--- config.mk ---
export PLATFORM = sky130hd
export DESIGN_NAME = regbuf_top
export DESIGN_NICKNAME = d
export VERILOG_FILES = /design/src/rtl/word_buffer.v /design/src/rtl/regbuf_top.v
export VERILOG_INCLUDE_DIRS = /design/src /design/src/rtl
export SDC_FILE = /design/constraint.sdc
export NUM_CORES = 1
export LEC_CHECK = 0
export ABC_AREA = 0
export BUFFER_PORTS_ARGS = -buffer_cell sky130_fd_sc_hd__buf_2
export CAP_MARGIN = 10
export CELL_PAD_IN_SITES_DETAIL_PLACEMENT = 0
export CELL_PAD_IN_SITES_GLOBAL_PLACEMENT = 1
export CORE_MARGIN = 2
export CORE_UTILIZATION = 42
export CTS_BUF_LIST = sky130_fd_sc_hd__clkbuf_8
export DETAILED_ROUTE_END_ITERATION = 7
export PLACE_DENSITY_LB_ADDON = 0.1
export SETUP_SLACK_MARGIN = 0.05
export SYNTH_ARGS = -nofsm -noshare
export SYNTH_HDL_FRONTEND = slang
export SYNTH_SLANG_ARGS = --single-unit
--- constraint.sdc ---
create_clock -name I_REF_CLK -period 3.25 [get_ports I_REF_CLK]
set_input_delay 0.975 -clock I_REF_CLK [delete_from_list [all_inputs] [get_ports I_REF_CLK]]
set_output_delay 0.975 -clock I_REF_CLK [all_outputs]
set_load 0.05 [all_outputs]
--- src/rtl/regbuf_defines.vh ---
// Constants for the configurable registered buffer: fields, masks, timing
`ifndef REGBUF_DEFINES_VH
`define REGBUF_DEFINES_VH

// ********************************************************************
// Pin sampling vector: bit positions of each pin in the sync chain
// ********************************************************************
`define SYNC_W 32
`define S_CLK 31
`define S_WIDTH 30
`define S_PLACE 29
`define S_PRI 28
`define S_SEC 27
`define S_ODT 26
`define S_CKE 25

// ********************************************************************
// Captured word: fields stored per clock edge of the memory clock
// ********************************************************************
`define WORD_W 31
`define F_WIDTH 30
`define F_PLACE 29
`define F_GATE 28
`define F_CS 27
`define F_ODT 26
`define F_CKE 25
`define DATA_W 25
`define HALF_W 14

// ********************************************************************
// Active data lines per configuration (bit k is line k+1)
// ********************************************************************
`define MASK_ONE 25'h1ffffb6
`define MASK_A 14'h3fb6
`define MASK_B 14'h1bbf

// ********************************************************************
// Timing: receiver enable time after reset release
// ********************************************************************
`define REF_PERIOD_NS 50
`define RX_EN_TIME_NS 150
`define RX_EN_CYCLES ((`RX_EN_TIME_NS + `REF_PERIOD_NS - 1) / `REF_PERIOD_NS)
`define RX_CNT_W 3

`endif

--- src/rtl/word_buffer.v ---
// Two-entry buffer with valid and ready on both sides
`default_nettype none

module word_buffer #(
   parameter WIDTH = 31,
   parameter DEPTH = 2
) (
   input wire i_clk,
   input wire i_reset_n,
   input wire i_in_valid,
   output wire o_in_ready,
   input wire [WIDTH-1:0] i_in_data,
   output wire o_out_valid,
   input wire i_out_ready,
   output wire [WIDTH-1:0] o_out_data
);

   reg [WIDTH-1:0] mem [0:DEPTH-1];
   reg wr_ptr_q;
   reg rd_ptr_q;
   reg [1:0] count_q;
   wire push;
   wire pop;

   // Full and empty come straight from the occupancy count
   assign o_in_ready = (count_q != 2'h2);
   assign o_out_valid = (count_q != 2'h0);
   assign o_out_data = mem[rd_ptr_q];
   assign push = i_in_valid & o_in_ready;
   assign pop = o_out_valid & i_out_ready;

   // Storage has no reset; the count guards every read
   always @(posedge i_clk) begin
      if (push) begin
         mem[wr_ptr_q] <= i_in_data;
      end
   end

   // Pointers and count
   always @(posedge i_clk or negedge i_reset_n) begin
      if (!i_reset_n) begin
         wr_ptr_q <= 1'b0;
         rd_ptr_q <= 1'b0;
         count_q <= 2'h0;
      end else begin
         if (push) begin
            wr_ptr_q <= ~wr_ptr_q;
         end
         if (pop) begin
            rd_ptr_q <= ~rd_ptr_q;
         end
         if (push && !pop) begin
            count_q <= count_q + 2'h1;
         end else if (pop && !push) begin
            count_q <= count_q - 2'h1;
         end
      end
   end

endmodule
`default_nettype wire

--- src/rtl/regbuf_top.v ---
// Configurable registered buffer for memory address and command lines
`default_nettype none
`include "regbuf_defines.vh"

// Function
// - Capture all active inputs on rising edge of the true memory clock.
// - Width select low: 25-bit one-to-one; high: 14-bit one-to-two.
// - In one-to-two, placement select low picks A lines, high picks B.
// - While reset is low, all registers but the buffer storage clear and every output is low.
// - During reset, samplers are off; floating inputs do nothing.
// - Reset acts asynchronously; registers clear without a clock edge.
// - After release, outputs stay low until the receivers are enabled.
// - Both chip selects high: gated data outputs hold their values.
// - Either chip select low: gated data outputs follow the registers.
// - Reset overrides chip-select gating, forcing all outputs low.
// - Select, termination and clock-enable outputs ignore the gating.
// - One-to-one mode gates data lines 2, 3, 5, 6 and 8 through 25.
module regbuf_top (
   input wire I_REF_CLK,
   input wire I_RESET_N,
   input wire I_DIFF_CLOCK_TRUE,
   input wire I_PLACEMENT_SELECT,
   input wire I_WIDTH_SELECT,
   input wire I_PRIMARY_SELECT_N,
   input wire I_SECONDARY_SELECT_N,
   input wire [24:0] I_DATA_IN_LINE,
   input wire I_TERMINATION_IN,
   input wire I_CLK_ENABLE_IN,
   input wire I_LOAD_READY,
   output reg [24:0] O_GATED_DATA_OUT,
   output reg [13:0] O_GATED_DATA_OUT_A,
   output reg [13:0] O_GATED_DATA_OUT_B,
   output reg O_SELECT_OUT,
   output reg O_SELECT_OUT_A,
   output reg O_SELECT_OUT_B,
   output reg O_TERMINATION_OUT,
   output reg O_TERMINATION_OUT_A,
   output reg O_TERMINATION_OUT_B,
   output reg O_CLK_ENABLE_OUT,
   output reg O_CLK_ENABLE_OUT_A,
   output reg O_CLK_ENABLE_OUT_B,
   output reg O_WORD_VALID,
   output reg O_CAPTURE_READY,
   output reg O_OVERRUN
);

   // *****************************************************************
   // Pin sampling
   // *****************************************************************
   wire [`SYNC_W-1:0] pins;
   reg [`SYNC_W-1:0] s1_q;
   reg [`SYNC_W-1:0] s2_q;
   reg [`SYNC_W-1:0] s3_q;
   reg [`SYNC_W-1:0] filt_q;
   wire [`SYNC_W-1:0] filt_d;
   reg [`RX_CNT_W-1:0] rx_cnt_q;
   reg rx_on_q;

   assign pins = {I_DIFF_CLOCK_TRUE, I_WIDTH_SELECT, I_PLACEMENT_SELECT,
                  I_PRIMARY_SELECT_N, I_SECONDARY_SELECT_N,
                  I_TERMINATION_IN, I_CLK_ENABLE_IN, I_DATA_IN_LINE};

   // A change counts only once stages two and three agree
   assign filt_d = (s2_q & s3_q) | (filt_q & (s2_q | s3_q));

   // Three-stage sampler, cleared by reset so floating pins are ignored
   always @(posedge I_REF_CLK or negedge I_RESET_N) begin
      if (!I_RESET_N) begin
         s1_q <= {`SYNC_W{1'b0}};
         s2_q <= {`SYNC_W{1'b0}};
         s3_q <= {`SYNC_W{1'b0}};
         filt_q <= {`SYNC_W{1'b0}};
      end else begin
         s1_q <= pins;
         s2_q <= s1_q;
         s3_q <= s2_q;
         filt_q <= filt_d;
      end
   end

   // Receivers come on only after the enable time; stale samples never
   // reach the outputs, which keeps them low across the release
   always @(posedge I_REF_CLK or negedge I_RESET_N) begin
      if (!I_RESET_N) begin
         rx_cnt_q <= {`RX_CNT_W{1'b0}};
         rx_on_q <= 1'b0;
      end else if (!rx_on_q) begin
         rx_cnt_q <= rx_cnt_q + {{(`RX_CNT_W-1){1'b0}}, 1'b1};
         if (rx_cnt_q == `RX_EN_CYCLES - 1) begin
            rx_on_q <= 1'b1;
         end
      end
   end

   // *****************************************************************
   // Capture on the rising edge of the memory clock
   // *****************************************************************
   wire clk_rise;
   reg [`WORD_W-1:0] cap_word_q;
   reg cap_valid_q;
   wire buf_in_ready;
   wire buf_out_valid;
   wire [`WORD_W-1:0] buf_out_word;
   wire pop;

   assign clk_rise = filt_d[`S_CLK] & ~filt_q[`S_CLK] & rx_on_q;

   // Gate bit set only when both selects are high; mode travels with data
   always @(posedge I_REF_CLK or negedge I_RESET_N) begin
      if (!I_RESET_N) begin
         cap_word_q <= {`WORD_W{1'b0}};
         cap_valid_q <= 1'b0;
         O_OVERRUN <= 1'b0;
      end else begin
         if (clk_rise) begin
            cap_word_q <= {filt_d[`S_WIDTH], filt_d[`S_PLACE],
                           filt_d[`S_PRI] & filt_d[`S_SEC],
                           filt_d[`S_PRI],
                           filt_d[`S_ODT], filt_d[`S_CKE],
                           filt_d[`DATA_W-1:0]};
            cap_valid_q <= 1'b1;
         end else if (buf_in_ready) begin
            cap_valid_q <= 1'b0;
         end
         // Sticky: a held word was replaced before the buffer took it
         if (clk_rise && cap_valid_q && !buf_in_ready) begin
            O_OVERRUN <= 1'b1;
         end
      end
   end

   // *****************************************************************
   // Buffer between capture and the output drivers
   // *****************************************************************
   word_buffer #(
      .WIDTH(`WORD_W),
      .DEPTH(2)
   ) u_word_buffer (
      .i_clk(I_REF_CLK),
      .i_reset_n(I_RESET_N),
      .i_in_valid(cap_valid_q),
      .o_in_ready(buf_in_ready),
      .i_in_data(cap_word_q),
      .o_out_valid(buf_out_valid),
      .i_out_ready(pop),
      .o_out_data(buf_out_word)
   );

   // Drain when the load side takes the current word or none is shown
   assign pop = buf_out_valid & (I_LOAD_READY | ~O_WORD_VALID);

   // Ready toward the controller, a cycle late, mirrors buffer space
   always @(posedge I_REF_CLK or negedge I_RESET_N) begin
      if (!I_RESET_N) begin
         O_CAPTURE_READY <= 1'b0;
      end else begin
         O_CAPTURE_READY <= buf_in_ready & rx_on_q;
      end
   end

   // *****************************************************************
   // Output stage
   // *****************************************************************
   wire w_two;
   wire w_place;
   wire w_gate;
   wire [`DATA_W-1:0] w_data;
   wire [`HALF_W-1:0] half_mask;
   wire [`HALF_W-1:0] half_data;

   assign w_two = buf_out_word[`F_WIDTH];
   assign w_place = buf_out_word[`F_PLACE];
   assign w_gate = buf_out_word[`F_GATE];
   assign w_data = buf_out_word[`DATA_W-1:0];
   assign half_mask = w_place ? `MASK_B : `MASK_A;
   assign half_data = w_data[`HALF_W-1:0] & half_mask;

   // Reset has priority over everything, so gating cannot hold a level
   always @(posedge I_REF_CLK or negedge I_RESET_N) begin
      if (!I_RESET_N) begin
         O_GATED_DATA_OUT <= {`DATA_W{1'b0}};
         O_GATED_DATA_OUT_A <= {`HALF_W{1'b0}};
         O_GATED_DATA_OUT_B <= {`HALF_W{1'b0}};
         O_SELECT_OUT <= 1'b0;
         O_SELECT_OUT_A <= 1'b0;
         O_SELECT_OUT_B <= 1'b0;
         O_TERMINATION_OUT <= 1'b0;
         O_TERMINATION_OUT_A <= 1'b0;
         O_TERMINATION_OUT_B <= 1'b0;
         O_CLK_ENABLE_OUT <= 1'b0;
         O_CLK_ENABLE_OUT_A <= 1'b0;
         O_CLK_ENABLE_OUT_B <= 1'b0;
         O_WORD_VALID <= 1'b0;
      end else begin
         if (pop) begin
            O_WORD_VALID <= 1'b1;
         end else if (I_LOAD_READY) begin
            O_WORD_VALID <= 1'b0;
         end
         if (pop && !w_two) begin
            // One-to-one: paired A/B outputs idle low
            if (!w_gate) begin
               O_GATED_DATA_OUT <= w_data & `MASK_ONE;
            end
            O_GATED_DATA_OUT_A <= {`HALF_W{1'b0}};
            O_GATED_DATA_OUT_B <= {`HALF_W{1'b0}};
            O_SELECT_OUT <= buf_out_word[`F_CS];
            O_TERMINATION_OUT <= buf_out_word[`F_ODT];
            O_CLK_ENABLE_OUT <= buf_out_word[`F_CKE];
            O_SELECT_OUT_A <= 1'b0;
            O_SELECT_OUT_B <= 1'b0;
            O_TERMINATION_OUT_A <= 1'b0;
            O_TERMINATION_OUT_B <= 1'b0;
            O_CLK_ENABLE_OUT_A <= 1'b0;
            O_CLK_ENABLE_OUT_B <= 1'b0;
         end else if (pop) begin
            // One-to-two: each active input feeds its A and its B copy
            O_GATED_DATA_OUT <= {`DATA_W{1'b0}};
            if (!w_gate) begin
               O_GATED_DATA_OUT_A <= half_data;
               O_GATED_DATA_OUT_B <= half_data;
            end
            O_SELECT_OUT <= 1'b0;
            O_TERMINATION_OUT <= 1'b0;
            O_CLK_ENABLE_OUT <= 1'b0;
            O_SELECT_OUT_A <= buf_out_word[`F_CS];
            O_SELECT_OUT_B <= buf_out_word[`F_CS];
            O_TERMINATION_OUT_A <= buf_out_word[`F_ODT];
            O_TERMINATION_OUT_B <= buf_out_word[`F_ODT];
            O_CLK_ENABLE_OUT_A <= buf_out_word[`F_CKE];
            O_CLK_ENABLE_OUT_B <= buf_out_word[`F_CKE];
         end
      end
   end

endmodule
`default_nettype wire

Word level (Yosys, flattened, before mapping)

Memory sizes are Yosys's and may differ from the RTL's.
Index checks and enable logic that the tools add are counted.

Bits in registers: 216
Memory bits (writable): 62
Output and inout bits: 65
Memories: 1

Memories:

| memory            | depth | width | read ports | clocked after Yosys merged registers in | write ports | RTL line         | text |
|---|---|---|---|---|---|---|---|
| u_word_buffer.mem | 2     | 31    | 1          | 0                                       | 1           | word_buffer.v:18 | `reg [WIDTH-1:0] mem [0:DEPTH-1];` |

Add/subtract/negate cells: 3
Equality and inequality tests: 4
Mux-type cells: 27
Bitwise operators: 17
Reductions and logical operators: 16

Operator list:

| operator                                         | count |
|---|---|
| two-way mux 25 bit                               | 3 |
| bitwise AND 32 bit                               | 2 |
| OR 32 bit                                        | 2 |
| two-way mux 14 bit                               | 4 |
| two-way mux 1 bit                                | 18 |
| bitwise AND 14 bit                               | 1 |
| nonzero test 2 bit                               | 5 |
| bitwise AND 1 bit                                | 7 |
| logical AND 1 bit                                | 5 |
| logical NOT 1 bit                                | 4 |
| two-way mux 2 bit                                | 2 |
| != test 2 bit, second input constant             | 2 |
| inverter 1 bit                                   | 4 |
| AND reduction 2 bit                              | 2 |
| adder 3 x 1 -> 3 bit, second input constant      | 1 |
| == test 3 x 2 -> 1 bit, second input constant    | 1 |
| adder 2 x 1 -> 2 bit, second input constant      | 1 |
| != test 2 x 1 -> 1 bit, second input constant    | 1 |
| subtractor 2 x 1 -> 2 bit, second input constant | 1 |
| OR 1 bit                                         | 1 |

Logic depth before layout (Yosys ltp)

Word-level depth: 7
Mapped depth: 7
Mapped depth without buffers: 7

Modules after synthesis

A second synthesis with hierarchy kept.

Cell total of the unflattened synthesis: 535
Area, all modules: 9660.5 um^2

Modules (own cells, without submodules):

| module      | instances | cells an instance | area each (um^2) |
|---|---|---|---|
| regbuf_top  | 1         | 420               | 7073.0 |
| word_buffer | 1         | 115               | 2587.5 |

Worst setup path after synthesis

Ideal clock, no wire load.

Kind: register to register
Start point: reg u_word_buffer.count_q[0]
End point: mem u_word_buffer.mem[0][0], enable pin
Arrival time: 1.917 ns
Data required time: 2.833 ns
Path slack: 0.916 ns
Cell stages (with the launch flop): 4
Path buffers: 0
Cell sequence: dfrtp_1 nand2b_1 nand2_1 nor2_1

Cells in the longest elaborated chain, start to end: 4

RTL lines:

| item                                    | RTL line         | text |
|---|---|---|
| start: declaration                      | word_buffer.v:21 | `reg [1:0] count_q;` |
| start signal: assignment                | word_buffer.v:53 | `count_q <= count_q + 2'h1;` |
| start signal: assignment                | word_buffer.v:55 | `count_q <= count_q - 2'h1;` |
| != test 2 bit                           | word_buffer.v:26 | `assign o_in_ready = (count_q != 2'h2);` |
| bitwise AND 1 bit                       | word_buffer.v:29 | `assign push = i_in_valid & o_in_ready;` |
| two-way mux 1 bit                       | word_buffer.v:34 | `if (push) begin` |
| two-way mux 1 bit (not written as such) | word_buffer.v:35 | `mem[wr_ptr_q] <= i_in_data;` |
| end: declaration                        | word_buffer.v:18 |  |

Every way passes these cells.

Worst setup path in the final report

Start point: reg O_GATED_DATA_OUT[8]
End point: out O_GATED_DATA_OUT[8]

RTL lines:

| item                     | RTL line         | text |
|---|---|---|
| start: declaration       | regbuf_top.v:30  | `output reg [24:0] O_GATED_DATA_OUT,` |
| start signal: assignment | regbuf_top.v:181 | `` O_GATED_DATA_OUT <= {`DATA_W{1'b0}}; `` |
| start signal: assignment | regbuf_top.v:203 | `` O_GATED_DATA_OUT <= w_data & `MASK_ONE; `` |
| start signal: assignment | regbuf_top.v:218 | `` O_GATED_DATA_OUT <= {`DATA_W{1'b0}}; `` |

No word-level cell between the ends.

==> flow_summary.ini <==
[floorplanning]
fp.dieArea_um2 = 22600
fp.dieH_um = 150
initial_core_util_pct = 42.8
ios = 100
placementRows = 53
die_x_um = 150
core_um2 = 21000

[placed_design]
dpl_cell_area_um2 = 9660
io_buffers = 93
dp_slack_ps = 799
gp_congestion = 0.705
dp.cells = 848
hpwlAfterDp_um = 9340

[yosys]
synth-seq-cells = 267
ys_seq_area_share_pct = 77.7
synth_top_area_cell = dfrtp_1
synthArstFlopShare_pct = 77.5
avgSynthCellArea_um2 = 17.8
synth-main-ff-cell = dfrtp_1
yosysWarnings = 0
syn_area_um2 = 8990
synthCells = 505
synth_area_leaders = dfrtp_1 58%, edfxtp_1 20%, mux2_2 3.8%, maj3_1 3.5%, mux2i_1 2.1%
synth.top_cell.area_share_pct = 57.6
synth_edf_count = 60
ys_types = 39

[clock_tree]
post_cts_buffers = 0
h-tree-depth = 2
cts_tree = done
cts_made_buffers = 43
clk_pin_slew_ps = 60
cts.sinks = 267
clock_latency_ps = 540
cts-root-buf = clkbuf_8
cts_resized = 0
cts_hold_buf = 0
clk_path_buf_depth = 3

[critical_path]
worstSetupPathType = register to output pin
crit_buf_inv = 1
worstPathArrival_ps = 1240
critPathMaxFanout = 2
path_delay_family = flip-flops
r2r_slack_ps = 1250
reg2reg_depth = 4
rr_endpoint = u_word_buffer.mem[0][12]
endpoint_kind = output pin
max_stage_delay_ps = 410
crit_required_ps = 2270
crit_path_top_delay_cell = dfrtp_1
start_kind = register
crit_chain = buf_2
reg2reg_from = u_word_buffer.count_q[0]

[detailed_routing]
first_pass_iters = 4
antenna_left = 0
avgRoutedWirePerCell_um = 16.8
vias_per_cell = 4.77
num_vias = 4426
finalWirelength_um = 15600
drt_iter0_markers = 150
drc_errors = 0

[pwr]
vdd_drop_max_mv = 0.420
combinationalPowerShare_pct = 26.9
power.internal_mw = 6.45
switching_share_pct = 35.6
switchingPower_mw = 3.57
p_leak_nw = 4.71
total_power_mw = 10.0
p_clk_share_pct = 29.3
p_seq_share_pct = 43.8
power_density_nw_per_um2 = 947

[grt]
grt_max_degree = 65
antenna_found_initial = 0
grt_pass1_wl_um = 25100
grt_pass1_vias = 4602
overflow = 0
grt_use_total_pct = 14.5

[final_layout]
nets = 656
nFillCells = 1790
post_route_cells_drive_above_1_share_pct = 31.9
fin_cells = 928
design_area_um2 = 10600
final_core_util_pct = 50.3
antennaDiodeCount = 0
syn_to_final_growth_pct = 17.6

[outcome]
status = complete, no violations

[min_path]
hp-start = s1_q[8]
whs_endpoint = s2_q[8]
hold_class = register to register
min_path_cells = 0

[sta]
setup_viol = 0
setup_tns_ps = 0
worst_slew_pin_slew_ps = 871
maxSlewHeadroom_pct = 41.9
fin_worst_skew_ps = 10.4
fin_ws_ps = 1030
fin_crit_ps = 2220
hold_viol = 0
max_freq_ghz = 0.451
drv_slew = 0
rsz0062_at_grt = no
fin_hold_ws_ps = 343
fin_crit_sh_pct = 68.2

[flow_run]
drv_cap = 0
[final cells by class]
type	instances	area, um2	area share, %
flip-flops and latches	267	6980	66.0
multi-input cells	189	1710	16.2
clock buffers	54	743	7.03
repair buffers	101	561	5.30
well taps	275	344	3.25
clock inverters	26	168	1.59
inverters	16	60.1	0.568
[layer usage]
layer / global-route usage [%] / share of wire [%] / wire, um
met5: 0 / 0 / 0
met4: 5.71 / 2.1 / 328
met3: 3.64 / 5.6 / 876
met2: 23.1 / 48 / 7540
met1: 19.3 / 44 / 6860
[synthesized netlist by cell type, types with 5 or more instances]
library cell and count:
dfrtp_1 207, edfxtp_1 60, maj3_1 31, mux2_2 30, buf_4 22, mux2i_1 19
o2bb2ai_1 19, a22o_1 18, inv_1 16, nand2_1 15, o32ai_1 13, buf_2 10
xnor2_1 5
[logic make-up (layout without fill, tap and decap cells)]
logic type | count (synthesis) | after routing | synth area share (%)
compound gates | 57 | 57 | 5.64
xor+xnor | 7 | 7 | 0.682
fa+ha+maj | 34 | 34 | 3.87
buf+inv | 53 | 197 | 3.55
flops | 267 | 267 | 77.7
mux | 52 | 52 | 6.54
other cells | 1 | 5 | 0.0417
simple gates | 34 | 34 | 2.03
[flip-flops by register name (all words and copies together), names as in the netlist, 2 cells and up]
| register | cells |
|---|---|
| O_GATED_DATA_OUT_B | 13 |
| s3_q | 31 |
| O_GATED_DATA_OUT | 22 |
| rx_cnt_q | 3 |
| s1_q | 31 |
| u_word_buffer.count_q | 2 |
| s2_q | 31 |
| u_word_buffer.mem | 60 |
| cap_word_q | 30 |
| filt_q | 31 |
[worst max path at each step]
| stage | from | endpoint | cells past startpoint |
|---|---|---|---|
| CTS | O_GATED_DATA_OUT_B[1] | O_GATED_DATA_OUT_B[1] | 1 |
| global route | O_GATED_DATA_OUT_B[1] | O_GATED_DATA_OUT_A[1] | 1 |
| global placement | I_LOAD_READY | u_word_buffer.count_q[1] | 7 |
| finish | O_GATED_DATA_OUT[8] | O_GATED_DATA_OUT[8] | 1 |
| detailed placement | I_LOAD_READY | u_word_buffer.count_q[1] | 7 |
| floorplan | u_word_buffer.count_q[0] | u_word_buffer.mem[0][0] | 3 |
[power by group through the flow]
stage | Combinational [mW] | Clock, mW | Sequential, mW
2_1_floorplan | 1.45 | 0 | 5.11
3_3_place_gp | 2.70 | 0 | 4.42
3_5_place_dp | 2.73 | 0 | 4.46
4_1_cts | 2.73 | 3.06 | 4.40
5_1_grt | 2.87 | 3.20 | 4.46
6_report | 2.69 | 2.93 | 4.39
[placed cells by master (no fill, tap or decap), types with 2 or more instances in the layout]
cell / count
dfrtp_1: 206
buf_2: 92
edfxtp_1: 60
clkbuf_8: 54
maj3_1: 31
inv_1: 30
mux2_2: 30
mux2i_1: 19
o2bb2ai_1: 19
a22o_1: 18
nand2_1: 15
o32ai_1: 13
clkinv_2: 7
buf_4: 6
xnor2_1: 5
conb_1: 5
ha_1: 3
nand2b_1: 2
o21ai_0: 2
mux2i_4: 2
nand4_1: 2
nor2b_1: 2
nor2_1: 2
xor2_1: 2
nand3_1: 2
bufinv_16: 2
buf_12: 2
Power figures use the tool's default switching activity.
